File: config.mk
export PLATFORM = sky130hd
export DESIGN_NAME = overcurrent_fault_telemetry_regs
export DESIGN_NICKNAME = d
export VERILOG_FILES = /design/src/ocp_telemetry_pkg.sv /design/src/overcurrent_fault_telemetry_regs.sv
export VERILOG_INCLUDE_DIRS = /design/src /design/src/src
export SDC_FILE = /design/constraint.sdc
export NUM_CORES = 2
export LEC_CHECK = 0
export ABC_AREA = 1
export CORE_MARGIN = 1
export CORE_UTILIZATION = 67
export CTS_CLUSTER_DIAMETER = 60
export DETAILED_ROUTE_END_ITERATION = 8
export DONT_BUFFER_PORTS = 1
export PLACE_DENSITY = 0.88
export SLEW_MARGIN = 20
export SYNTH_ARGS = -nofsm -noshare
export SYNTH_HDL_FRONTEND = slang
export SYNTH_SLANG_ARGS = --single-unit
export TNS_END_PERCENT = 100
File: constraint.sdc
create_clock -name clk_in -period 8.8 [get_ports clk_in]
set_input_delay 1.32 -clock clk_in [delete_from_list [all_inputs] [get_ports clk_in]]
set_output_delay 1.32 -clock clk_in [all_outputs]
set_load 0.05 [all_outputs]
File: src/ocp_telemetry_consts.svh
`ifndef OCP_TELEMETRY_CONSTS_SVH
`define OCP_TELEMETRY_CONSTS_SVH

`define NUM_RAILS 2
`define NUM_LANES 9

`define CMD_LINK_SCALE 8'hE3
`define CMD_LANE_AMPS 8'hE4
`define CMD_LANE_TEMP 8'hE5
`define CMD_PEAK_COUNTS 8'hE9
`define CMD_SLOW_THRESHOLD 8'hEA
`define CMD_FAST_FILTER 8'hEB

`define RST_LINK_SCALE 16'h4000
`define RST_PEAK_COUNTS 16'h0606
`define RST_SLOW_THRESHOLD 16'h00C8
`define RST_FAST_FILTER 16'h0696

`define SCALE_UNITY 16'h4000
`define SCALE_FRAC_BITS 14
`define PEAK_OC_MSB 7
`define PEAK_OC_LSB 0
`define PEAK_UC_MSB 15
`define PEAK_UC_LSB 8
`define FILT_SHIFT_MSB 11
`define FILT_SHIFT_LSB 8
`define DELAY_MSB 7
`define DELAY_LSB 0
`define FILTER_USED_MASK 16'h0FFF
`define RUN_MAX 8'hFF

`define CAUSE_PEAK_OC 0
`define CAUSE_PEAK_UC 1
`define CAUSE_SLOW 2
`define CAUSE_FAST 3

// times in picoseconds, figures as specified
`define CLK_PERIOD_PS 32'd100000
`define FILT_TAU_UNIT_PS 32'd166700
`define FAST_DELAY_UNIT_PS 32'd667000
`define SLOW_DELAY_UNIT_PS 32'd170700000

`endif

File: src/ocp_telemetry_pkg.sv
package ocp_telemetry_pkg;
  typedef logic [15:0] reg_word_t;
  typedef logic signed [15:0] amps_t;
  typedef logic signed [31:0] filt_acc_t;
  typedef logic [7:0] run_count_t;
  typedef logic [3:0] fault_cause_t;
endpackage

File: src/overcurrent_fault_telemetry_regs.sv
`timescale 1ns/1ps
`include "ocp_telemetry_consts.svh"

module overcurrent_fault_telemetry_regs (
  input wire logic clk_in,                                  // 10 MHz clock
  input wire logic nrst_in,                                 // synchronous reset, active low
  input wire logic en_in,                                   // clock enable, freezes all state
  input wire logic [7:0] cmd_code_in,                       // management command code
  input wire logic page_in,                                 // selected rail for paged commands
  input wire logic wr_req_in,                               // write strobe
  input wire logic [15:0] wr_data_in,                       // write word
  input wire logic rd_req_in,                               // read strobe
  output logic [15:0] rd_data_out,                          // read word
  output logic rd_valid_out,                                // read answer pulse
  output logic cmd_unsup_out,                               // unmapped command pulse
  input wire logic [3:0] lane_sel_in,                       // lane chosen by phase select
  input wire logic [`NUM_LANES*16-1:0] lane_amps_in,        // per-lane current, 0.1A lsb
  input wire logic [`NUM_LANES*16-1:0] lane_temp_in,        // per-lane temperature, 1 C lsb
  input wire logic [`NUM_LANES-1:0] lane_rail_in,           // lane to rail map, 1 = rail 1
  input wire logic [`NUM_LANES-1:0] cycle_end_in,           // switching cycle end pulse
  input wire logic [`NUM_LANES-1:0] peak_oc_hit_in,         // cycle exceeded peak overcurrent
  input wire logic [`NUM_LANES-1:0] peak_uc_hit_in,         // cycle exceeded peak undercurrent
  input wire logic [`NUM_RAILS*16-1:0] sum_amps_in,         // rail sum current, 0.1A lsb
  input wire logic [`NUM_RAILS*16-1:0] fast_limit_in,       // fast path threshold, 0.1A lsb
  input wire logic [`NUM_RAILS*16-1:0] slow_filter_cfg_in,  // slow filter and delay setting
  input wire logic fault_clear_in,                          // clears latched fault causes
  output logic [`NUM_RAILS*16-1:0] link_amps_out,           // scaled current for fast link
  output logic [`NUM_LANES-1:0] cc_limit_out,               // lane limiting without shutdown
  output logic [`NUM_RAILS*4-1:0] fault_cause_out,          // latched causes per rail
  output logic [`NUM_RAILS-1:0] rail_fault_out              // rail fault level
);

  ocp_telemetry_pkg::reg_word_t link_scale [`NUM_RAILS];
  ocp_telemetry_pkg::reg_word_t peak_counts [`NUM_RAILS];
  ocp_telemetry_pkg::reg_word_t slow_threshold [`NUM_RAILS];
  ocp_telemetry_pkg::reg_word_t fast_filter [`NUM_RAILS];
  ocp_telemetry_pkg::fault_cause_t cause [`NUM_RAILS];
  ocp_telemetry_pkg::run_count_t oc_run [`NUM_LANES];
  ocp_telemetry_pkg::run_count_t uc_run [`NUM_LANES];
  logic [`NUM_RAILS-1:0] peak_oc_set;
  logic [`NUM_RAILS-1:0] peak_uc_set;
  logic [`NUM_RAILS-1:0] slow_set;
  logic [`NUM_RAILS-1:0] fast_set;
  logic [31:0] tau_acc;
  logic tau_tick;
  logic [31:0] next_tau_acc;
  logic [15:0] next_rd_data;
  logic next_unsup;

  // filter time base: one tick per 166.7ns, phase carried so the average rate is exact
  always_comb
  begin
    next_tau_acc = tau_acc + `CLK_PERIOD_PS;
    tau_tick = 1'b0;
    if (next_tau_acc >= `FILT_TAU_UNIT_PS)
    begin
      next_tau_acc = next_tau_acc - `FILT_TAU_UNIT_PS;
      tau_tick = 1'b1;
    end
  end

  always_ff @(posedge clk_in)
  begin
    if (!nrst_in)
      tau_acc <= 32'h0;
    else if (en_in)
      tau_acc <= next_tau_acc;
  end

  // paged register writes; read-only lane commands take no write
  always_ff @(posedge clk_in)
  begin
    if (!nrst_in)
    begin
      for (int r = 0; r < `NUM_RAILS; r++)
      begin
        link_scale[r] <= `RST_LINK_SCALE;
        peak_counts[r] <= `RST_PEAK_COUNTS;
        slow_threshold[r] <= `RST_SLOW_THRESHOLD;
        fast_filter[r] <= `RST_FAST_FILTER;
      end
    end
    else if (en_in && wr_req_in)
    begin
      unique case (cmd_code_in)
        `CMD_LINK_SCALE: link_scale[page_in] <= wr_data_in;
        `CMD_PEAK_COUNTS: peak_counts[page_in] <= wr_data_in;
        `CMD_SLOW_THRESHOLD: slow_threshold[page_in] <= wr_data_in;
        `CMD_FAST_FILTER: fast_filter[page_in] <= wr_data_in & `FILTER_USED_MASK;
        default: ;
      endcase
    end
  end

  // read mux; out-of-range lane reads as zero
  always_comb
  begin
    next_rd_data = 16'h0000;
    next_unsup = 1'b0;
    unique case (cmd_code_in)
      `CMD_LINK_SCALE: next_rd_data = link_scale[page_in];
      `CMD_LANE_AMPS:
      begin
        if (lane_sel_in < 4'(`NUM_LANES))
          next_rd_data = lane_amps_in[lane_sel_in*16 +: 16];
      end
      `CMD_LANE_TEMP:
      begin
        if (lane_sel_in < 4'(`NUM_LANES))
          next_rd_data = lane_temp_in[lane_sel_in*16 +: 16];
      end
      `CMD_PEAK_COUNTS: next_rd_data = peak_counts[page_in];
      `CMD_SLOW_THRESHOLD: next_rd_data = slow_threshold[page_in];
      `CMD_FAST_FILTER: next_rd_data = fast_filter[page_in];
      default: next_unsup = 1'b1;
    endcase
  end

  always_ff @(posedge clk_in)
  begin
    if (!nrst_in)
    begin
      rd_data_out <= 16'h0000;
      rd_valid_out <= 1'b0;
      cmd_unsup_out <= 1'b0;
    end
    else if (en_in)
    begin
      rd_valid_out <= rd_req_in;
      cmd_unsup_out <= (rd_req_in || wr_req_in) && next_unsup;
      if (rd_req_in)
        rd_data_out <= next_rd_data;
    end
  end

  // per-lane consecutive peak runs
  for (genvar l = 0; l < `NUM_LANES; l++)
  begin : g_lane
    logic [7:0] oc_limit;
    logic [7:0] uc_limit;
    assign oc_limit = peak_counts[lane_rail_in[l]][`PEAK_OC_MSB:`PEAK_OC_LSB];
    assign uc_limit = peak_counts[lane_rail_in[l]][`PEAK_UC_MSB:`PEAK_UC_LSB];

    always_ff @(posedge clk_in)
    begin
      if (!nrst_in)
      begin
        oc_run[l] <= 8'h00;
        uc_run[l] <= 8'h00;
        cc_limit_out[l] <= 1'b0;
      end
      else if (en_in && cycle_end_in[l])
      begin
        // runs saturate so a long event never wraps back under the limit
        if (!peak_oc_hit_in[l])
          oc_run[l] <= 8'h00;
        else if (oc_run[l] != `RUN_MAX)
          oc_run[l] <= oc_run[l] + 8'h01;
        if (!peak_uc_hit_in[l])
          uc_run[l] <= 8'h00;
        else if (uc_run[l] != `RUN_MAX)
          uc_run[l] <= uc_run[l] + 8'h01;
        cc_limit_out[l] <= (peak_oc_hit_in[l] && oc_limit == 8'h00)
                           || (peak_uc_hit_in[l] && uc_limit == 8'h00);
      end
    end
  end

  // a fault fires on the cycle end whose event completes the run
  always_comb
  begin
    peak_oc_set = '0;
    peak_uc_set = '0;
    for (int l = 0; l < `NUM_LANES; l++)
    begin
      if (en_in && cycle_end_in[l] && peak_oc_hit_in[l]
          && peak_counts[lane_rail_in[l]][`PEAK_OC_MSB:`PEAK_OC_LSB] != 8'h00
          && 9'(oc_run[l]) + 9'h001 >= 9'(peak_counts[lane_rail_in[l]][`PEAK_OC_MSB:`PEAK_OC_LSB]))
        peak_oc_set[lane_rail_in[l]] = 1'b1;
      if (en_in && cycle_end_in[l] && peak_uc_hit_in[l]
          && peak_counts[lane_rail_in[l]][`PEAK_UC_MSB:`PEAK_UC_LSB] != 8'h00
          && 9'(uc_run[l]) + 9'h001 >= 9'(peak_counts[lane_rail_in[l]][`PEAK_UC_MSB:`PEAK_UC_LSB]))
        peak_uc_set[lane_rail_in[l]] = 1'b1;
    end
  end

  for (genvar r = 0; r < `NUM_RAILS; r++)
  begin : g_rail
    ocp_telemetry_pkg::amps_t sum_now;
    ocp_telemetry_pkg::filt_acc_t fast_acc;
    ocp_telemetry_pkg::filt_acc_t slow_acc;
    logic [32:0] fast_diff;
    logic [32:0] slow_diff;
    logic [32:0] fast_step;
    logic [32:0] slow_step;
    logic fast_over;
    logic slow_over;
    logic [31:0] fast_unit_acc;
    logic [31:0] slow_unit_acc;
    logic [7:0] fast_elapsed;
    logic [7:0] slow_elapsed;
    logic [16:0] scale_eff;
    logic signed [33:0] product;

    assign sum_now = sum_amps_in[r*16 +: 16];

    // fixed-point report scaling, saturated so a 4x scale cannot wrap the sign
    assign scale_eff = (link_scale[r] == 16'h0000) ? {1'b0, `SCALE_UNITY} : {1'b0, link_scale[r]};
    assign product = 34'(sum_now) * $signed({1'b0, scale_eff});

    always_ff @(posedge clk_in)
    begin
      if (!nrst_in)
        link_amps_out[r*16 +: 16] <= 16'h0000;
      else if (en_in)
      begin
        if (product[33:`SCALE_FRAC_BITS+15] != {(34-`SCALE_FRAC_BITS-15){product[33]}})
          link_amps_out[r*16 +: 16] <= product[33] ? 16'h8000 : 16'h7FFF;
        else
          link_amps_out[r*16 +: 16] <= product[`SCALE_FRAC_BITS+15:`SCALE_FRAC_BITS];
      end
    end

    // first-order filters, alpha = 2^-shift at each 166.7ns tick
    assign fast_diff = {sum_now[15], sum_now, 16'h0000} - {fast_acc[31], fast_acc};
    assign slow_diff = {sum_now[15], sum_now, 16'h0000} - {slow_acc[31], slow_acc};
    assign fast_step = $signed(fast_diff) >>> fast_filter[r][`FILT_SHIFT_MSB:`FILT_SHIFT_LSB];
    assign slow_step = $signed(slow_diff) >>> slow_filter_cfg_in[r*16+`FILT_SHIFT_LSB +: 4];

    always_ff @(posedge clk_in)
    begin
      if (!nrst_in)
      begin
        fast_acc <= 32'h0;
        slow_acc <= 32'h0;
      end
      else if (en_in && tau_tick)
      begin
        fast_acc <= fast_acc + fast_step[31:0];
        slow_acc <= slow_acc + slow_step[31:0];
      end
    end

    assign fast_over = $signed(fast_acc[31:16]) > $signed(fast_limit_in[r*16 +: 16]);
    assign slow_over = (slow_threshold[r] != 16'h0000)
                       && $signed(slow_acc[31:16]) > $signed(slow_threshold[r]);

    // delay timers: whole units elapsed while over, cleared on any drop
    always_ff @(posedge clk_in)
    begin
      if (!nrst_in)
      begin
        fast_unit_acc <= 32'h0;
        fast_elapsed <= 8'h00;
      end
      else if (en_in)
      begin
        if (!fast_over)
        begin
          fast_unit_acc <= 32'h0;
          fast_elapsed <= 8'h00;
        end
        else if (fast_elapsed < fast_filter[r][`DELAY_MSB:`DELAY_LSB])
        begin
          if (fast_unit_acc + `CLK_PERIOD_PS >= `FAST_DELAY_UNIT_PS)
          begin
            fast_unit_acc <= fast_unit_acc + `CLK_PERIOD_PS - `FAST_DELAY_UNIT_PS;
            fast_elapsed <= fast_elapsed + 8'h01;
          end
          else
            fast_unit_acc <= fast_unit_acc + `CLK_PERIOD_PS;
        end
      end
    end

    always_ff @(posedge clk_in)
    begin
      if (!nrst_in)
      begin
        slow_unit_acc <= 32'h0;
        slow_elapsed <= 8'h00;
      end
      else if (en_in)
      begin
        if (!slow_over)
        begin
          slow_unit_acc <= 32'h0;
          slow_elapsed <= 8'h00;
        end
        else if (slow_elapsed < slow_filter_cfg_in[r*16+`DELAY_LSB +: 8])
        begin
          if (slow_unit_acc + `CLK_PERIOD_PS >= `SLOW_DELAY_UNIT_PS)
          begin
            slow_unit_acc <= slow_unit_acc + `CLK_PERIOD_PS - `SLOW_DELAY_UNIT_PS;
            slow_elapsed <= slow_elapsed + 8'h01;
          end
          else
            slow_unit_acc <= slow_unit_acc + `CLK_PERIOD_PS;
        end
      end
    end

    // zero delay faults on the first over cycle
    assign fast_set[r] = en_in && fast_over && fast_elapsed >= fast_filter[r][`DELAY_MSB:`DELAY_LSB];
    assign slow_set[r] = en_in && slow_over && slow_elapsed >= slow_filter_cfg_in[r*16+`DELAY_LSB +: 8];

    // latched causes; a new event in the clearing cycle stays latched
    always_ff @(posedge clk_in)
    begin
      if (!nrst_in)
        cause[r] <= 4'h0;
      else if (en_in)
      begin
        cause[r][`CAUSE_PEAK_OC] <= peak_oc_set[r] || (cause[r][`CAUSE_PEAK_OC] && !fault_clear_in);
        cause[r][`CAUSE_PEAK_UC] <= peak_uc_set[r] || (cause[r][`CAUSE_PEAK_UC] && !fault_clear_in);
        cause[r][`CAUSE_SLOW] <= slow_set[r] || (cause[r][`CAUSE_SLOW] && !fault_clear_in);
        cause[r][`CAUSE_FAST] <= fast_set[r] || (cause[r][`CAUSE_FAST] && !fault_clear_in);
      end
    end

    assign fault_cause_out[r*4 +: 4] = cause[r];
    assign rail_fault_out[r] = |cause[r];
  end

endmodule

# == Yosys cells after proc, flatten, opt, wreduce, memory -nomap -nowiden ==
# Memory sizes are Yosys's and may differ from the RTL's.
# Index checks and enable logic that the tools add are counted.
# totals
register_bits,379
input_bits,455
output_inout_bits,69
mem_count,7
ram_bits,272
# classes
mux,310
n_eq_ne,34
reduce_logical,186
shifts,6
n_addsub,58
mul,2
n_lt_le_gt_ge,54
bitwise_logic,60
# mem_list
memory,words,width,read_ports,rd_clocked_by_memory_dff,wr,line,source
oc_run,9,8,9,0,9,overcurrent_fault_telemetry_regs.sv:38,ocp_telemetry_pkg::run_count_t oc_run [`NUM_LANES];
uc_run,9,8,9,0,9,overcurrent_fault_telemetry_regs.sv:39,ocp_telemetry_pkg::run_count_t uc_run [`NUM_LANES];
link_scale,2,16,3,0,2,overcurrent_fault_telemetry_regs.sv:33,ocp_telemetry_pkg::reg_word_t link_scale [`NUM_RAILS];
peak_counts,2,16,10,0,2,overcurrent_fault_telemetry_regs.sv:34,ocp_telemetry_pkg::reg_word_t peak_counts [`NUM_RAILS];
slow_threshold,2,16,3,0,2,overcurrent_fault_telemetry_regs.sv:35,ocp_telemetry_pkg::reg_word_t slow_threshold [`NUM_RAILS];
fast_filter,2,12,3,0,2,overcurrent_fault_telemetry_regs.sv:36,ocp_telemetry_pkg::reg_word_t fast_filter [`NUM_RAILS];
1 more memories,-,-,-,-,-,-,
# op_table
op,n
$mux W32,13
$mux W8,48
$shiftx A144 B9 Y16,2
$mux W1,209
$add A8 B1 Y8 const B,22
$mux W16,11
$add A8 B1 Y9 const B,18
$ge A9 B8 Y1,18
$add A32 B17 Y32 const B,5
$logic_not A8 Y1,18
$ne A8 B8 Y1 const B,18
$reduce_bool A8 Y1,18
$sshr A33 B4 Y32,4
$sub A32 B32 Y33,4
$add A32 B32 Y32,4
$logic_and A1 B1 Y1,111
$pmux W16 S6,1
$mul A16 B17 Y33,2
$ge A32 B20 Y1 const B,2
$ge A32 B28 Y1 const B,2
$gt A16 B16 Y1,4
$sub A32 B20 Y32 const B,2
$sub A32 B28 Y32 const B,2
$eq A8 B8 Y1 const B,6
other kinds (24),166

# == Depth between registers and ports, before layout ==
# depth
ltp_word,23
ltp_mapped,37
mapped_depth_nobuf,37

# == Worst setup path before layout ==
# No wires, ideal clock.
# synth_path
kind,input to register
from,input sum_amps_in[25]
to,register link_amps_out[21]
path_buffers,3
path_stages,30
path_slack_ps,1548
required_time_ps,8687
setup_time_ps,113
arrival_time_ps,7139
path_cell_list,clkbuf_1 > clkbuf_1 > nand2_1 > fa_1 > inv_1 > fa_1 > inv_1 > fa_1 > inv_1 > fa_1 > fa_1 > inv_1 > fa_1 > inv_1 > ha_1 > nand2_1 > nor4_1 > nand2_1 > nand2_1 > nand3_1 > nand2_1 > xnor2_1 > nand4_1 > nand2_1 > nand2_1 > nand2_1 > buf_2 > nand2_1 > nand2_1 > nand2_1
# synth_between
elab_chain_len,3
# synth_rtl
item,line,source
start: declaration,overcurrent_fault_telemetry_regs.sv:23,"input wire logic [`NUM_RAILS*16-1:0] sum_amps_in,"
$mul A16 B17 Y33 (*),overcurrent_fault_telemetry_regs.sv:209,"assign product = 34'(sum_now) * $signed({1'b0, scale_eff});"
$ne A4 B4 Y1 or $mux W16 (tied branches),"overcurrent_fault_telemetry_regs.sv:217, overcurrent_fault_telemetry_regs.sv:218",
$mux W16 (*),overcurrent_fault_telemetry_regs.sv:217,if (product[33:`SCALE_FRAC_BITS+15] != {(34-`SCALE_FRAC_BITS-15){product[33]}})
end signal: indexed assignment,overcurrent_fault_telemetry_regs.sv:218,link_amps_out[r*16 +: 16] <= product[33] ? 16'h8000 : 16'h7FFF;
end signal: indexed assignment,overcurrent_fault_telemetry_regs.sv:220,link_amps_out[r*16 +: 16] <= product[`SCALE_FRAC_BITS+15:`SCALE_FRAC_BITS];
end: declaration,overcurrent_fault_telemetry_regs.sv:27,"output logic [`NUM_RAILS*16-1:0] link_amps_out,"
# Mark *: on every way between the ends. The rest lies on a longest branch, timed or not.
# A chain may end at the register's enable or synchronous reset.

==> metrics.txt <==
critical path's most frequent cell nand2_1; Avg WL per Cell 20.53 microns; synthesized instance count 12520; Synth top cells by count 3269 x nand2_1, 1956 x inv_1, 1092 x nor2_1; Fillers 10300; Worst Path Required 9.38 ns; EDFF count, synth 272; VDD IR-drop max 0.0005177 V; Max Cap Violations 0; first-pass GRT wire length 434800 microns; Clk Latency, worst-skew pair 0.74 ns; DP HPWL 219600 microns; gpl congestion 1.055; DRC 0; Slew headroom 14.73%; Root Buffer clkbuf_16; Die ar. 122800 sq um; Tcrit/Tclk final 91.00%; CP top delay family adder cells; critical path depth 31; layout cells sized above 1 2.850%; CP arrival 8.58 ns; drt first-iter violations 9624; Total Power 0.03001 W; drt total wl 285600 microns; # clock sinks 633; Power Density 353.2 nW/um^2; post-synthesis register bit count 633; Final min period 8.008 ns; CP endpoint kind register; post-CTS sizing 0; Post-synth ARST share 0%; skew final 0.05982 ns; clock slew seen by the registers of the worst setup and hold paths 0.06 ns; R2R cell count 31; Slew Viols, Final 0; synthesis-to-finish area growth 4.431%; # Post-CTS Setup Buffers 0; commonest register cell after synthesis dfxtp_1; Syn Area/Cell 6.496 sq um; Final Non-Filler Cells 13910; Net count, final 13760; die height 350.5 microns; hold depth 2; mapped cell area 81350 sq um; gr usage total 45.34%; Crit-path slowest cell fa_1; Pleak 42.98 nW; Cells after DPL 13730; Hold Slack 0.4627 ns; Largest stage delay, worst path 0.55 ns; I/O pins 524; Buffers & Inverters on Critical Path 7; Final TNS setup 0 ns; Pre-Repair DR Iteration Count 9; initial antenna violation count 34; vias 85730; Setup-failing EPs final 0; count leader, synth nand2_1; CP max FO 18; die width 350.5 microns; final hold violation count 0; Hold Crit Class reg2reg; RSZ-0062 raised after global routing no; Net Count, Synth 14080; Rows 127; status completed; maximum clock path buffer count 3; # H-tree levels 3; total grt overflow 0; Setup crit start kind register; Antenna Nets Post-Route 0; CTS tree yes; Slew @ Worst Pin 1.269 ns; CTS Buf Count 88; sequential element share of the synthesized area 18.92%; Synth area leader nand2_1; port bufs 0; number of global-route vias before repair 81300; top area cells in the synthesized netlist nand2_1 15%, ha_1 11%, edfxtp_1 10%; post-DR vias/cell 6.162; largest net degree at the start of global routing 173; hold-fix buffer count after cts 0; Synth cell types 77; top-area cell type share of the netlist area 15.08%; yosys warns 0; Initial Utilization 67.72%; core area 120100 sq um; fmax 0.1249 GHz; WS Path Type reg2reg
==> tightest hold or removal path, cell delays in order, from the launching register on <==
cell     delay [ns]
dfxtp_1        0.31
nand2_1        0.06
nand2_1        0.05
==> cells in the final DEF (no fill, tap or decap), types with 15 or more instances in the layout <==
master	count
o31ai_1	25
o22ai_1	49
clkinv_1	25
buf_4	60
a21boi_0	17
a21oi_1	825
nor3_1	154
a221oi_1	46
nand3_1	854
nand4_1	204
o21ai_0	796
or2_2	28
clkbuf_1	15
inv_1	1952
fa_1	390
a21o_1	31
nor4_1	53
o21bai_1	28
o21a_1	20
nand2_1	3268
ha_1	706
edfxtp_1	272
o221ai_1	28
a31oi_1	22
mux2i_1	20
o211ai_1	110
nor2_1	1091
nand2_2	22
nand3b_1	53
a211oi_1	41
o21ai_1	32
xnor2_1	133
xor2_1	257
dfxtp_1	361
inv_2	29
clkbuf_16	88
diode_2	21
==> per-stage QoR <==
| step | worst slack [ns] | util (%) | area (sq um) |
|---|---|---|---|
| floorplan | 1.548 | - | 81350 |
| global placement | 1.117 | 68.20 | 81930 |
| detailed placement | 1.008 | 68.20 | 81930 |
| CTS | 0.9631 | 70.67 | 84900 |
| global route | 0.4588 | 70.70 | 84930 |
| finish | 0.7919 | 70.72 | 84960 |
==> sequential cells by signal (all words and copies together) (netlist names) <==
| register | cells |
|---|---|
| rd_valid_out | 1 |
| cc_limit_out | 9 |
| cause | 8 |
| g_rail.fast_elapsed | 16 |
| fast_filter | 24 |
| peak_counts | 32 |
| link_scale | 32 |
| g_rail.slow_acc | 64 |
| g_rail.slow_elapsed | 16 |
| tau_acc | 30 |
| cmd_unsup_out | 1 |
| link_amps_out | 32 |
| g_rail.slow_unit_acc | 54 |
| slow_threshold | 32 |
| g_rail.fast_acc | 64 |
| rd_data_out | 16 |
| oc_run | 72 |
| g_rail.fast_unit_acc | 58 |
| uc_run | 72 |
==> cell type report <==
type | count | area, sq um | area share, %
timing repair buffer | 62 | 475.5 | 0.5596
multi-input combinational | 9419 | 56520 | 66.53
sequential | 633 | 15390 | 18.12
clock inverter | 51 | 614.3 | 0.7231
antenna | 21 | 52.55 | 0.06185
inverter | 2004 | 7530 | 8.863
clock buffer | 110 | 2355 | 2.772
tap | 1612 | 2017 | 2.374
==> where the power goes <==
part / internal, W / switching, W / leakage [nW]
combinational: 0.00739 / 0.0142 / 35.8
clock: 0.00216 / 0.00156 / 1.44
sequential: 0.00367 / 0.00103 / 5.73
==> metal layers <==
layer / global-route usage [%] / share of wire [%] / routed length (microns) / vias up
met1: 53.26 / 36 / 103600 / 39370
li1: - / - / - / 40120
met4: 26.52 / 6.5 / 18590 / 24
met5: 0.9027 / 0.17 / 480 / -
met3: 17.24 / 15 / 41690 / 1197
met2: 70.37 / 42 / 121200 / 5018
==> final timing paths <==
check / slack (ns) / start / endpoint
setup reg to reg: 0.79 / link_scale[1][2]$_SDFFCE_PN0P_ / link_amps_out[20]$_SDFFE_PN0P_
hold / removal: 0.46 / tau_acc[29]$_SDFFE_PN0P_ / tau_acc[29]$_SDFFE_PN0P_
setup / recovery: 0.79 / link_scale[1][2]$_SDFFCE_PN0P_ / link_amps_out[20]$_SDFFE_PN0P_
hold reg to reg: 0.46 / tau_acc[29]$_SDFFE_PN0P_ / tau_acc[29]$_SDFFE_PN0P_
==> logic make-up after synthesis <==
logic type               share of synthesized area, %
AND/OR/NAND/NOR                                 29.83
buffers and inverters                           11.63
AO/OA/AOI/OAI                                   14.51
adder cells (fa/ha/maj)                         20.45
flip-flops                                      18.92
XOR/XNOR                                        4.412
multiplexers                                   0.2461
Power figures use the tool's default switching activity.
